<file path="src/logic/bsp_pkg.sv">
// Constants and types for the boot select and power mode block
package bsp_pkg;
    localparam int NPER = 8;

    typedef enum logic [2:0] {
        BSP_SRC_ROM = 3'b000,
        BSP_SRC_EBU = 3'b001,
        BSP_SRC_BUS = 3'b010,
        BSP_SRC_HALT = 3'b011,
        BSP_SRC_EMU = 3'b100,
        BSP_SRC_TRIST = 3'b101,
        BSP_SRC_RSVD = 3'b110
    } bsp_src_t;

    typedef enum logic [2:0] {
        BSP_PM_RUN = 3'b000,
        BSP_PM_IDLE = 3'b001,
        BSP_PM_SSHUT = 3'b010,
        BSP_PM_SLEEP = 3'b011,
        BSP_PM_DSHUT = 3'b100,
        BSP_PM_DEEP = 3'b101,
        BSP_PM_WAKE = 3'b110
    } bsp_pm_t;

    typedef struct packed {
        bsp_src_t src;
        logic [31:0] pc;
        logic ebu_en;
        logic ebu_master;
    } bsp_boot_t;

    // Register byte offsets
    localparam logic [7:0] OFS_CTRL = 8'h00;
    localparam logic [7:0] OFS_STAT = 8'h04;
    localparam logic [7:0] OFS_SLPEN = 8'h08;
    localparam logic [7:0] OFS_WAKEN = 8'h0c;
    localparam logic [7:0] OFS_PEREN = 8'h10;
    localparam logic [7:0] OFS_BOOT = 8'h14;
    // Field positions
    localparam int CTRL_SWRST_BIT = 4;
    localparam int STAT_SRC_LSB = 4;
    localparam int STAT_EBU_BIT = 8;
    localparam int STAT_MST_BIT = 9;
    // Reset values
    localparam logic [NPER-1:0] SLPEN_RST = 8'h00;
    localparam logic [NPER-1:0] WAKEN_RST = 8'hff;
    localparam logic [NPER-1:0] PEREN_RST = 8'hff;
    // Boot decode
    localparam logic [31:0] PC_ROM = 32'hbfff_fffc;
    localparam logic [31:0] PC_EXT = 32'ha000_0000;
    localparam logic [31:0] PC_EMU = 32'hbe00_0000;
    localparam logic [2:0] CFG_ROM_MAX = 3'h2;
    localparam logic [2:0] CFG_EBU = 3'h4;
    localparam logic [2:0] CFG_BUS = 3'h5;
    // Software mode codes
    localparam logic [1:0] MODE_RUN = 2'h0;
    localparam logic [1:0] MODE_IDLE = 2'h1;
    localparam logic [1:0] MODE_SLEEP = 2'h2;
    localparam logic [1:0] MODE_DEEP = 2'h3;
    // Timing
    localparam int CLK_NS = 40;
    localparam int HRST_NS = 1000;
    localparam int LOCK_NS = 2000;
    localparam logic [7:0] HRST_CYC = 8'((HRST_NS + CLK_NS - 1) / CLK_NS);
    localparam logic [7:0] LOCK_CYC = 8'((LOCK_NS + CLK_NS - 1) / CLK_NS);
    localparam logic [7:0] SHUT_CYC = 8'h04;
endpackage

</file>
<file path="src/logic/bsp_rst_gen.sv">
// Reset pulse generator for internal and external hard reset
`timescale 1ns/100ps
module bsp_rst_gen
    import bsp_pkg::*;
(
    input wire logic core_clk,
    input wire logic rst,
    input wire logic req,
    output logic sys_rst_q,
    output logic hard_reset_output_q
);
    logic [7:0] cnt_q;
    logic [7:0] cnt_d;

    assign cnt_d = req ? HRST_CYC : (cnt_q != 8'h00) ? cnt_q - 8'h01 : 8'h00;

    always_ff @(posedge core_clk or posedge rst)
    begin
        if (rst)
        begin
            cnt_q <= HRST_CYC;
            sys_rst_q <= 1'b1;
            hard_reset_output_q <= 1'b1;
        end
        else
        begin
            cnt_q <= cnt_d;
            sys_rst_q <= (cnt_d != 8'h00);
            hard_reset_output_q <= (cnt_d != 8'h00);
        end
    end
endmodule

</file>
<file path="src/logic/bsp_top.sv">
// Boot strap decode, power mode state machine and register slave
//
// Design decisions made here: the register offsets and the AXI4-Lite interface to the registers.
`timescale 1ns/100ps
module bsp_top
    import bsp_pkg::*;
(
    input wire logic core_clk,
    input wire logic rst,
    input wire logic debug_enable_strap,
    input wire logic break_in_strap,
    input wire logic [3:0] boot_cfg,
    input wire logic [NPER-1:0] periph_irq,
    input wire logic wdt_event,
    input wire logic wdt_reset_req,
    input wire logic nmi_n,
    input wire logic ext_wake,
    input wire logic s_axi_awvalid,
    output logic s_axi_awready,
    input wire logic [7:0] s_axi_awaddr,
    input wire logic s_axi_wvalid,
    output logic s_axi_wready,
    input wire logic [31:0] s_axi_wdata,
    input wire logic [3:0] s_axi_wstrb,
    output logic s_axi_bvalid,
    input wire logic s_axi_bready,
    output logic [1:0] s_axi_bresp,
    input wire logic s_axi_arvalid,
    output logic s_axi_arready,
    input wire logic [7:0] s_axi_araddr,
    output logic s_axi_rvalid,
    input wire logic s_axi_rready,
    output logic [31:0] s_axi_rdata,
    output logic [1:0] s_axi_rresp,
    output logic cpu_clk_en_q,
    output logic [NPER-1:0] periph_clk_en_q,
    output logic sys_clk_en_q,
    output logic pll_en_q,
    output logic [1:0] pm_mode_q,
    output bsp_boot_t boot_q,
    output logic sys_rst_q,
    output logic hard_reset_output_q
);
    bsp_pm_t state_q;
    bsp_pm_t state_d;
    logic [7:0] cnt_q;
    logic [7:0] cnt_d;
    logic taken_q;
    logic nmi_q;
    logic [NPER-1:0] slpen_q;
    logic [NPER-1:0] waken_q;
    logic [NPER-1:0] peren_q;
    logic aw_got_q;
    logic w_got_q;
    logic [7:0] waddr_q;
    logic [31:0] wdata_q;
    logic [3:0] wstrb_q;

    // Reset generation; watchdog and software requests share one pulse
    logic sw_rst;
    logic rst_req;
    assign rst_req = wdt_reset_req | sw_rst;
    bsp_rst_gen u_rst
    (
        .core_clk(core_clk),
        .rst(rst),
        .req(rst_req),
        .sys_rst_q(sys_rst_q),
        .hard_reset_output_q(hard_reset_output_q)
    );

    logic take;
    assign take = !taken_q && !sys_rst_q;

    // Boot decode
    logic [2:0] cfg_lo;
    logic ebu_code;
    bsp_src_t src_w;
    bsp_boot_t boot_w;
    assign cfg_lo = boot_cfg[2:0];
    assign ebu_code = (cfg_lo == CFG_EBU) || (cfg_lo == CFG_BUS);
    assign src_w = !break_in_strap ? (debug_enable_strap ? BSP_SRC_TRIST : BSP_SRC_EMU) :
                   !debug_enable_strap ? BSP_SRC_HALT :
                   (cfg_lo <= CFG_ROM_MAX) ? BSP_SRC_ROM :
                   (cfg_lo == CFG_EBU) ? BSP_SRC_EBU :
                   (cfg_lo == CFG_BUS) ? BSP_SRC_BUS : BSP_SRC_RSVD;
    assign boot_w.src = src_w;
    assign boot_w.pc = (src_w == BSP_SRC_ROM) ? PC_ROM :
                       (src_w == BSP_SRC_EBU || src_w == BSP_SRC_BUS) ? PC_EXT :
                       (src_w == BSP_SRC_EMU) ? PC_EMU : 32'h0000_0000;
    assign boot_w.ebu_en = (src_w == BSP_SRC_EBU) || (src_w == BSP_SRC_BUS) ||
                           (src_w == BSP_SRC_HALT && ebu_code);
    assign boot_w.ebu_master = boot_w.ebu_en && boot_cfg[3];

    // Write path decode
    logic wr_fire;
    logic wr_ok;
    logic wr_b0;
    logic pm_req;
    logic [1:0] req_mode;
    assign wr_fire = aw_got_q && w_got_q && !s_axi_bvalid;
    assign wr_ok = (waddr_q == OFS_CTRL) || (waddr_q == OFS_SLPEN) || (waddr_q == OFS_WAKEN) ||
                   (waddr_q == OFS_PEREN) || (waddr_q == OFS_STAT) || (waddr_q == OFS_BOOT);
    assign wr_b0 = wr_fire && wstrb_q[0];
    assign pm_req = wr_b0 && (waddr_q == OFS_CTRL);
    assign req_mode = wdata_q[1:0];
    assign sw_rst = pm_req && wdata_q[CTRL_SWRST_BIT];

    // Wake sources
    logic nmi_fall;
    logic wake_idle;
    logic wake_sleep;
    assign nmi_fall = nmi_q && !nmi_n;
    assign wake_idle = wdt_event || nmi_fall || |(periph_irq & waken_q);
    // Only peripherals still running in sleep can wake it
    assign wake_sleep = wdt_event || nmi_fall || |(periph_irq & slpen_q & waken_q);

    always_comb
    begin
        state_d = state_q;
        cnt_d = (cnt_q != 8'h00) ? cnt_q - 8'h01 : 8'h00;
        unique case (state_q)
            BSP_PM_RUN:
            begin
                if (take && src_w == BSP_SRC_TRIST)
                begin
                    state_d = BSP_PM_DSHUT;
                    cnt_d = SHUT_CYC;
                end
                else if (pm_req && req_mode == MODE_IDLE)
                    state_d = BSP_PM_IDLE;
                else if (pm_req && req_mode == MODE_SLEEP)
                begin
                    state_d = BSP_PM_SSHUT;
                    cnt_d = SHUT_CYC;
                end
                else if (pm_req && req_mode == MODE_DEEP)
                begin
                    state_d = BSP_PM_DSHUT;
                    cnt_d = SHUT_CYC;
                end
            end
            BSP_PM_IDLE:
                if (wake_idle)
                    state_d = BSP_PM_RUN;
            BSP_PM_SSHUT:
                if (cnt_q == 8'h01)
                    state_d = BSP_PM_SLEEP;
            BSP_PM_SLEEP:
                if (wake_sleep)
                    state_d = BSP_PM_RUN;
            BSP_PM_DSHUT:
                if (cnt_q == 8'h01)
                    state_d = BSP_PM_DEEP;
            BSP_PM_DEEP:
                if (ext_wake)
                begin
                    state_d = BSP_PM_WAKE;
                    cnt_d = LOCK_CYC;
                end
            BSP_PM_WAKE:
                if (cnt_q == 8'h01)
                    state_d = BSP_PM_RUN;
            default:
                state_d = BSP_PM_RUN;
        endcase
    end

    // Clock enables from state
    logic cpu_d;
    logic sys_d;
    logic pll_d;
    logic [1:0] mode_d;
    logic [NPER-1:0] per_d;
    // Only run keeps the processor clock
    assign cpu_d = (state_q == BSP_PM_RUN);
    // Loop and system clock off in deep sleep
    assign sys_d = (state_q != BSP_PM_DEEP);
    assign pll_d = (state_q != BSP_PM_DEEP);
    assign mode_d = (state_q == BSP_PM_RUN) ? MODE_RUN :
                    (state_q == BSP_PM_IDLE) ? MODE_IDLE :
                    (state_q == BSP_PM_SSHUT || state_q == BSP_PM_SLEEP) ? MODE_SLEEP : MODE_DEEP;
    genvar gi;
    generate
        for (gi = 0; gi < NPER; gi++)
        begin : g_per
            assign per_d[gi] = (state_q == BSP_PM_SLEEP) ? (peren_q[gi] & slpen_q[gi]) :
                               (state_q == BSP_PM_DEEP) ? 1'b0 : peren_q[gi];
        end
    endgenerate

    always_ff @(posedge core_clk or posedge rst)
    begin
        if (rst)
        begin
            state_q <= BSP_PM_RUN;
            cnt_q <= 8'h00;
            nmi_q <= 1'b1;
            cpu_clk_en_q <= 1'b1;
            periph_clk_en_q <= PEREN_RST;
            sys_clk_en_q <= 1'b1;
            pll_en_q <= 1'b1;
            pm_mode_q <= MODE_RUN;
        end
        else if (sys_rst_q)
        begin
            state_q <= BSP_PM_RUN;
            cnt_q <= 8'h00;
            nmi_q <= nmi_n;
            cpu_clk_en_q <= 1'b1;
            periph_clk_en_q <= PEREN_RST;
            sys_clk_en_q <= 1'b1;
            pll_en_q <= 1'b1;
            pm_mode_q <= MODE_RUN;
        end
        else
        begin
            state_q <= state_d;
            cnt_q <= cnt_d;
            nmi_q <= nmi_n;
            cpu_clk_en_q <= cpu_d;
            periph_clk_en_q <= per_d;
            sys_clk_en_q <= sys_d;
            pll_en_q <= pll_d;
            pm_mode_q <= mode_d;
        end
    end

    always_ff @(posedge core_clk or posedge rst)
    begin
        if (rst)
        begin
            taken_q <= 1'b0;
            boot_q <= '0;
        end
        else if (sys_rst_q)
            taken_q <= 1'b0;
        else if (take)
        begin
            taken_q <= 1'b1;
            boot_q <= boot_w;
        end
    end

    // Software registers; peripheral enables survive watchdog and software reset, reloaded to their reset values only by power-on reset
    always_ff @(posedge core_clk or posedge rst)
    begin
        if (rst)
        begin
            slpen_q <= SLPEN_RST;
            waken_q <= WAKEN_RST;
            peren_q <= PEREN_RST;
        end
        else if (wr_b0)
        begin
            if (waddr_q == OFS_SLPEN)
                slpen_q <= wdata_q[NPER-1:0];
            if (waddr_q == OFS_WAKEN)
                waken_q <= wdata_q[NPER-1:0];
            if (waddr_q == OFS_PEREN)
                peren_q <= wdata_q[NPER-1:0];
        end
    end

    // Bus write channel
    always_ff @(posedge core_clk or posedge rst)
    begin
        if (rst)
        begin
            aw_got_q <= 1'b0;
            w_got_q <= 1'b0;
            waddr_q <= 8'h00;
            wdata_q <= 32'h0000_0000;
            wstrb_q <= 4'h0;
            s_axi_awready <= 1'b1;
            s_axi_wready <= 1'b1;
            s_axi_bvalid <= 1'b0;
            s_axi_bresp <= 2'b00;
        end
        else
        begin
            if (s_axi_awvalid && s_axi_awready)
            begin
                aw_got_q <= 1'b1;
                waddr_q <= s_axi_awaddr;
                s_axi_awready <= 1'b0;
            end
            if (s_axi_wvalid && s_axi_wready)
            begin
                w_got_q <= 1'b1;
                wdata_q <= s_axi_wdata;
                wstrb_q <= s_axi_wstrb;
                s_axi_wready <= 1'b0;
            end
            if (wr_fire)
            begin
                aw_got_q <= 1'b0;
                w_got_q <= 1'b0;
                s_axi_bvalid <= 1'b1;
                s_axi_bresp <= wr_ok ? 2'b00 : 2'b10;
            end
            if (s_axi_bvalid && s_axi_bready)
            begin
                s_axi_bvalid <= 1'b0;
                s_axi_awready <= 1'b1;
                s_axi_wready <= 1'b1;
            end
        end
    end

    // Bus read channel
    logic [31:0] rd_mux;
    logic rd_ok;
    assign rd_ok = (s_axi_araddr == OFS_CTRL) || (s_axi_araddr == OFS_STAT) ||
                   (s_axi_araddr == OFS_SLPEN) || (s_axi_araddr == OFS_WAKEN) ||
                   (s_axi_araddr == OFS_PEREN) || (s_axi_araddr == OFS_BOOT);
    assign rd_mux = (s_axi_araddr == OFS_STAT) ? {22'h0, boot_q.ebu_master, boot_q.ebu_en,
                        1'b0, boot_q.src, 1'b0, state_q} :
                    (s_axi_araddr == OFS_SLPEN) ? {24'h0, slpen_q} :
                    (s_axi_araddr == OFS_WAKEN) ? {24'h0, waken_q} :
                    (s_axi_araddr == OFS_PEREN) ? {24'h0, peren_q} :
                    (s_axi_araddr == OFS_BOOT) ? boot_q.pc : 32'h0000_0000;

    always_ff @(posedge core_clk or posedge rst)
    begin
        if (rst)
        begin
            s_axi_arready <= 1'b1;
            s_axi_rvalid <= 1'b0;
            s_axi_rdata <= 32'h0000_0000;
            s_axi_rresp <= 2'b00;
        end
        else if (s_axi_arvalid && s_axi_arready)
        begin
            s_axi_arready <= 1'b0;
            s_axi_rvalid <= 1'b1;
            s_axi_rdata <= rd_mux;
            s_axi_rresp <= rd_ok ? 2'b00 : 2'b10;
        end
        else if (s_axi_rvalid && s_axi_rready)
        begin
            s_axi_rvalid <= 1'b0;
            s_axi_arready <= 1'b1;
        end
    end
endmodule

</file>
<file path="config.mk">
export PLATFORM = sky130hd
export DESIGN_NAME = bsp_top
export DESIGN_NICKNAME = d
export VERILOG_FILES = /design/src/logic/bsp_pkg.sv /design/src/logic/bsp_rst_gen.sv /design/src/logic/bsp_top.sv
export SDC_FILE = /design/constraint.sdc
export NUM_CORES = 1
export LEC_CHECK = 0
export ABC_AREA = 1
export BUFFER_PORTS_ARGS = -buffer_cell sky130_fd_sc_hd__buf_2
export CORE_MARGIN = 4
export CORE_UTILIZATION = 56
export DETAILED_ROUTE_END_ITERATION = 6
export PLACE_DENSITY = 0.86
export SLEW_MARGIN = 20
export SYNTH_ARGS = -nofsm -noshare
export SYNTH_HDL_FRONTEND = slang
export SYNTH_HIERARCHICAL = 1
export SYNTH_SLANG_ARGS = --single-unit
export TNS_END_PERCENT = 20
</file>
<file path="constraint.sdc">
create_clock -name core_clk -period 5.05 [get_ports core_clk]
set_input_delay 0.2525 -clock core_clk [delete_from_list [all_inputs] [get_ports core_clk]]
set_output_delay 0.2525 -clock core_clk [all_outputs]
set_load 0.005 [all_outputs]
</file>
==> run summary <==
====================================================================================
Worst reg2reg path startpoint                                           u_rst/sys_rst_q$_DFF_PP1_
Total power                                                                  2087 uW
Arrival @ worst endpoint                                                     2320 ps
Clock latency at the later pin of the worst-skew pair                         370 ps
WS Path Type                                                                 reg2reg
DRC errors left                                                                    0
Number of input and output port buffers inserted                                 136
Number of vias after detailed routing                                           4743
Number of setup violations in the final report                                     0
CTS Buf Count                                                                      9
Hold Vio Cnt, Final                                                                0
Count of flip-flops with a built-in enable after synthesis                         0
Achievable clock frequency                                                0.4962 GHz
Synth Register Bits                                                              105
Most area-hungry cell type in the Yosys netlist                              dfrtp_1
Post-CTS setup buffers                                                             0
Final weighted congestion in routability-driven placement                     0.8370
Via count normalized by instance count                                         5.206
Overall routing resource usage                                                0.2284
Fill cell total of the finished layout                                           834
Final clock period utilization by the worst path                              0.3991
Clk pin slew, worst setup/hold paths                                           90 ps
Worst max-slew margin expressed relative to the limit                         0.4269
Ranking of synthesized cells by area                                    dfrtp_1 33%, dfstp_2 16%, nand2_1 12%
Initial antenna violation count                                                    0
Final worst path period need                                                 2015 ps
Worst min-delay path class                                                    in2reg
Multi-input gate area                                                     2039 sq um
Largest net degree at the start of global routing                                 71
First drt pass iteration count                                                     5
Maximum net fanout on the critical path                                           12
Run status                                                              finished clean
Total instance count after detailed placement                                    893
Startpoint Class                                                                flop
Number of flip-flops under the largest register name                              13
Sort of element at the end of the critical path                                 flop
Commonest register cell after synthesis                                      dfrtp_1
Synth unique cells                                                                40
Synthesis Warnings                                                                 6
Total of max-cap violations                                                        0
Maximum level of the CTS H-tree                                                    3
Row Count                                                                         35
Final total negative setup slack                                                0 ps
Clock Skew                                                                  12.61 ps
Min-Delay Startpoint                                                    s_axi_wvalid
DIE HEIGHT                                                                  106.8 um
Die width                                                                   106.8 um
Iteration-0 DRC count of the detailed router                                     317
P_leak                                                                   0.003119 uW
Die outline area                                                         11400 sq um
Sequential cell area in the final layout                                  2670 sq um
Clock root buffer master                                                    clkbuf_8
First-pass GRT wire length                                                  21100 um
Fraction of layout cells with a size suffix above 1                           0.2660
Gate count of the mapped netlist                                                 684
Area added between synthesis and finish                                       11.70%
Total core area                                                           9371 sq um
Worst setup startpoint                                                  u_rst/sys_rst_q$_DFF_PP1_
I/O pin cnt                                                                      170
Proportion of synthesized flip-flops having asynchronous set or reset          1.000
Antenna-violating nets left                                                        0
Power per cell area                                                     342.1 nW/um^2
Most flops, register                                                     s_axi_rdata
Crit path required time                                                      5360 ps
Effective utilization at floorplan                                            0.5829
Most repeated cell in the gate-level netlist after synthesis                 nand2_1
Share of the yosys chip area belonging to registers                           0.4888
Unrepaired setup endpoints after global routing                                false
Post-Synthesis Cell Area                                                  5463 sq um
TritonCTS clock tree                                                           built
Layout net count                                                                 858
Vias in the first global route                                                  4523
Number of inserted diodes                                                          0
Clock Tree Buf Depth                                                               2
Synth top cells by count                                                168 x nand2_1, 87 x inv_1, 71 x dfrtp_1, 68 x o21ai_0, 62 x nor2_1
Detailed-route wire length                                                  12680 um
Routed len/inst                                                             13.92 um
Post-DP HPWL                                                                 9645 um
Average instance area after synthesis                                    7.986 sq um
Top-area cell type share of the netlist area                                  0.3252
Actual slew at the worst max-slew pin                                       859.6 ps
Pins over their slew limit                                                         0
Largest vdd supply drop                                                    0.2716 mV
Clock net sink count                                                             105
Global-route congestion overflow total                                             0
Count of placed standard cells in the final layout, fillers left out             911
====================================================================================
-- final timing paths --
check	endpoint	slack [ps]	cells after the start
setup / recovery	state_q[1]$_DFFE_PP0P_	3030	11
hold / removal	s_axi_wready$_DFFE_PP1P_	50	2
setup reg to reg	state_q[1]$_DFFE_PP0P_	3030	11
hold reg to reg	s_axi_awready$_DFFE_PP1P_	490	2
max in group asynchronous	waddr_q[5]$_DFFE_PP0P_	3380	4
min in group asynchronous	u_rst/cnt_q[1]$_DFF_PP0_	440	3
-- layout make-up --
type,instances,share of cell area
inverters,91,0.05618
flip-flops and latches,105,0.4376
multi-input cells,431,0.3342
repair buffers,139,0.1161
well taps,129,0.02645
clock inverters,4,0.007382
clock buffers,12,0.02214
-- critical path, stage by stage (launching register included) --
cell,delay (ps)
dfstp_2,440
nor2_1,520
nand3_1,290
nand2_1,150
inv_1,60
nand2_1,60
inv_1,40
nand2_1,100
nand3_4,100
inv_1,70
nand2_1,60
nand2_1,70
-- layer usage --
layer  share of wire  routed length [um]  global-route usage
met1            0.43                5439              0.2996
met4           0.016                 203             0.08037
met5               0                   0                   0
met3           0.082                1038             0.03913
met2            0.47                6002              0.3835
-- through the flow --
stage	setup WS, ps	utilization	hold slack (ps)	area, sq um
floorplan	2342	-	77.56	5482
finish	3035	0.6511	45.93	6102
detailed placement	3073	0.6298	267.7	5902
CTS	3053	0.6511	35.93	6102
global placement	3165	0.6298	256.6	5902
global route	2771	0.6511	55.65	6102
-- cell families (layout without fill, tap and decap cells) --
| kind of cell | after synthesis | after routing | share of synthesized area |
|---|---|---|---|
| buffers and inverters | 153 | 246 | 0.1413 |
| xor gates and xnor gates | 6 | 6 | 0.009620 |
| AOI/OAI and AO/OA | 114 | 114 | 0.1129 |
| adders and majority gates | 4 | 4 | 0.009162 |
| DFF | 105 | 105 | 0.4888 |
| other | 1 | 6 | 0.0006865 |
| and+or+nand+nor | 301 | 301 | 0.2375 |
-- layout by cell type, fill, tap and decap left out, drive strengths merged, types with 7 or more instances in the layout --
cell type,count
nand2,174
buf,137
inv,89
dfrtp,71
o21ai,71
nor2,69
nand3,45
dfstp,34
a21oi,25
clkbuf,12
nor3,7
-- report_power, final --
part           switching, uW  internal (uW)  total, uW
Combinational            288            171        458
Clock                    276            228        504
Sequential               110           1010       1120
Total                    674           1410       2090
-- timing repair --
action	in CTS	in global routing
hold buffers	2	0
endpoints found under the hold margin	27	0
gates resized for setup	0	0
(Power assumes the default switching activity.)
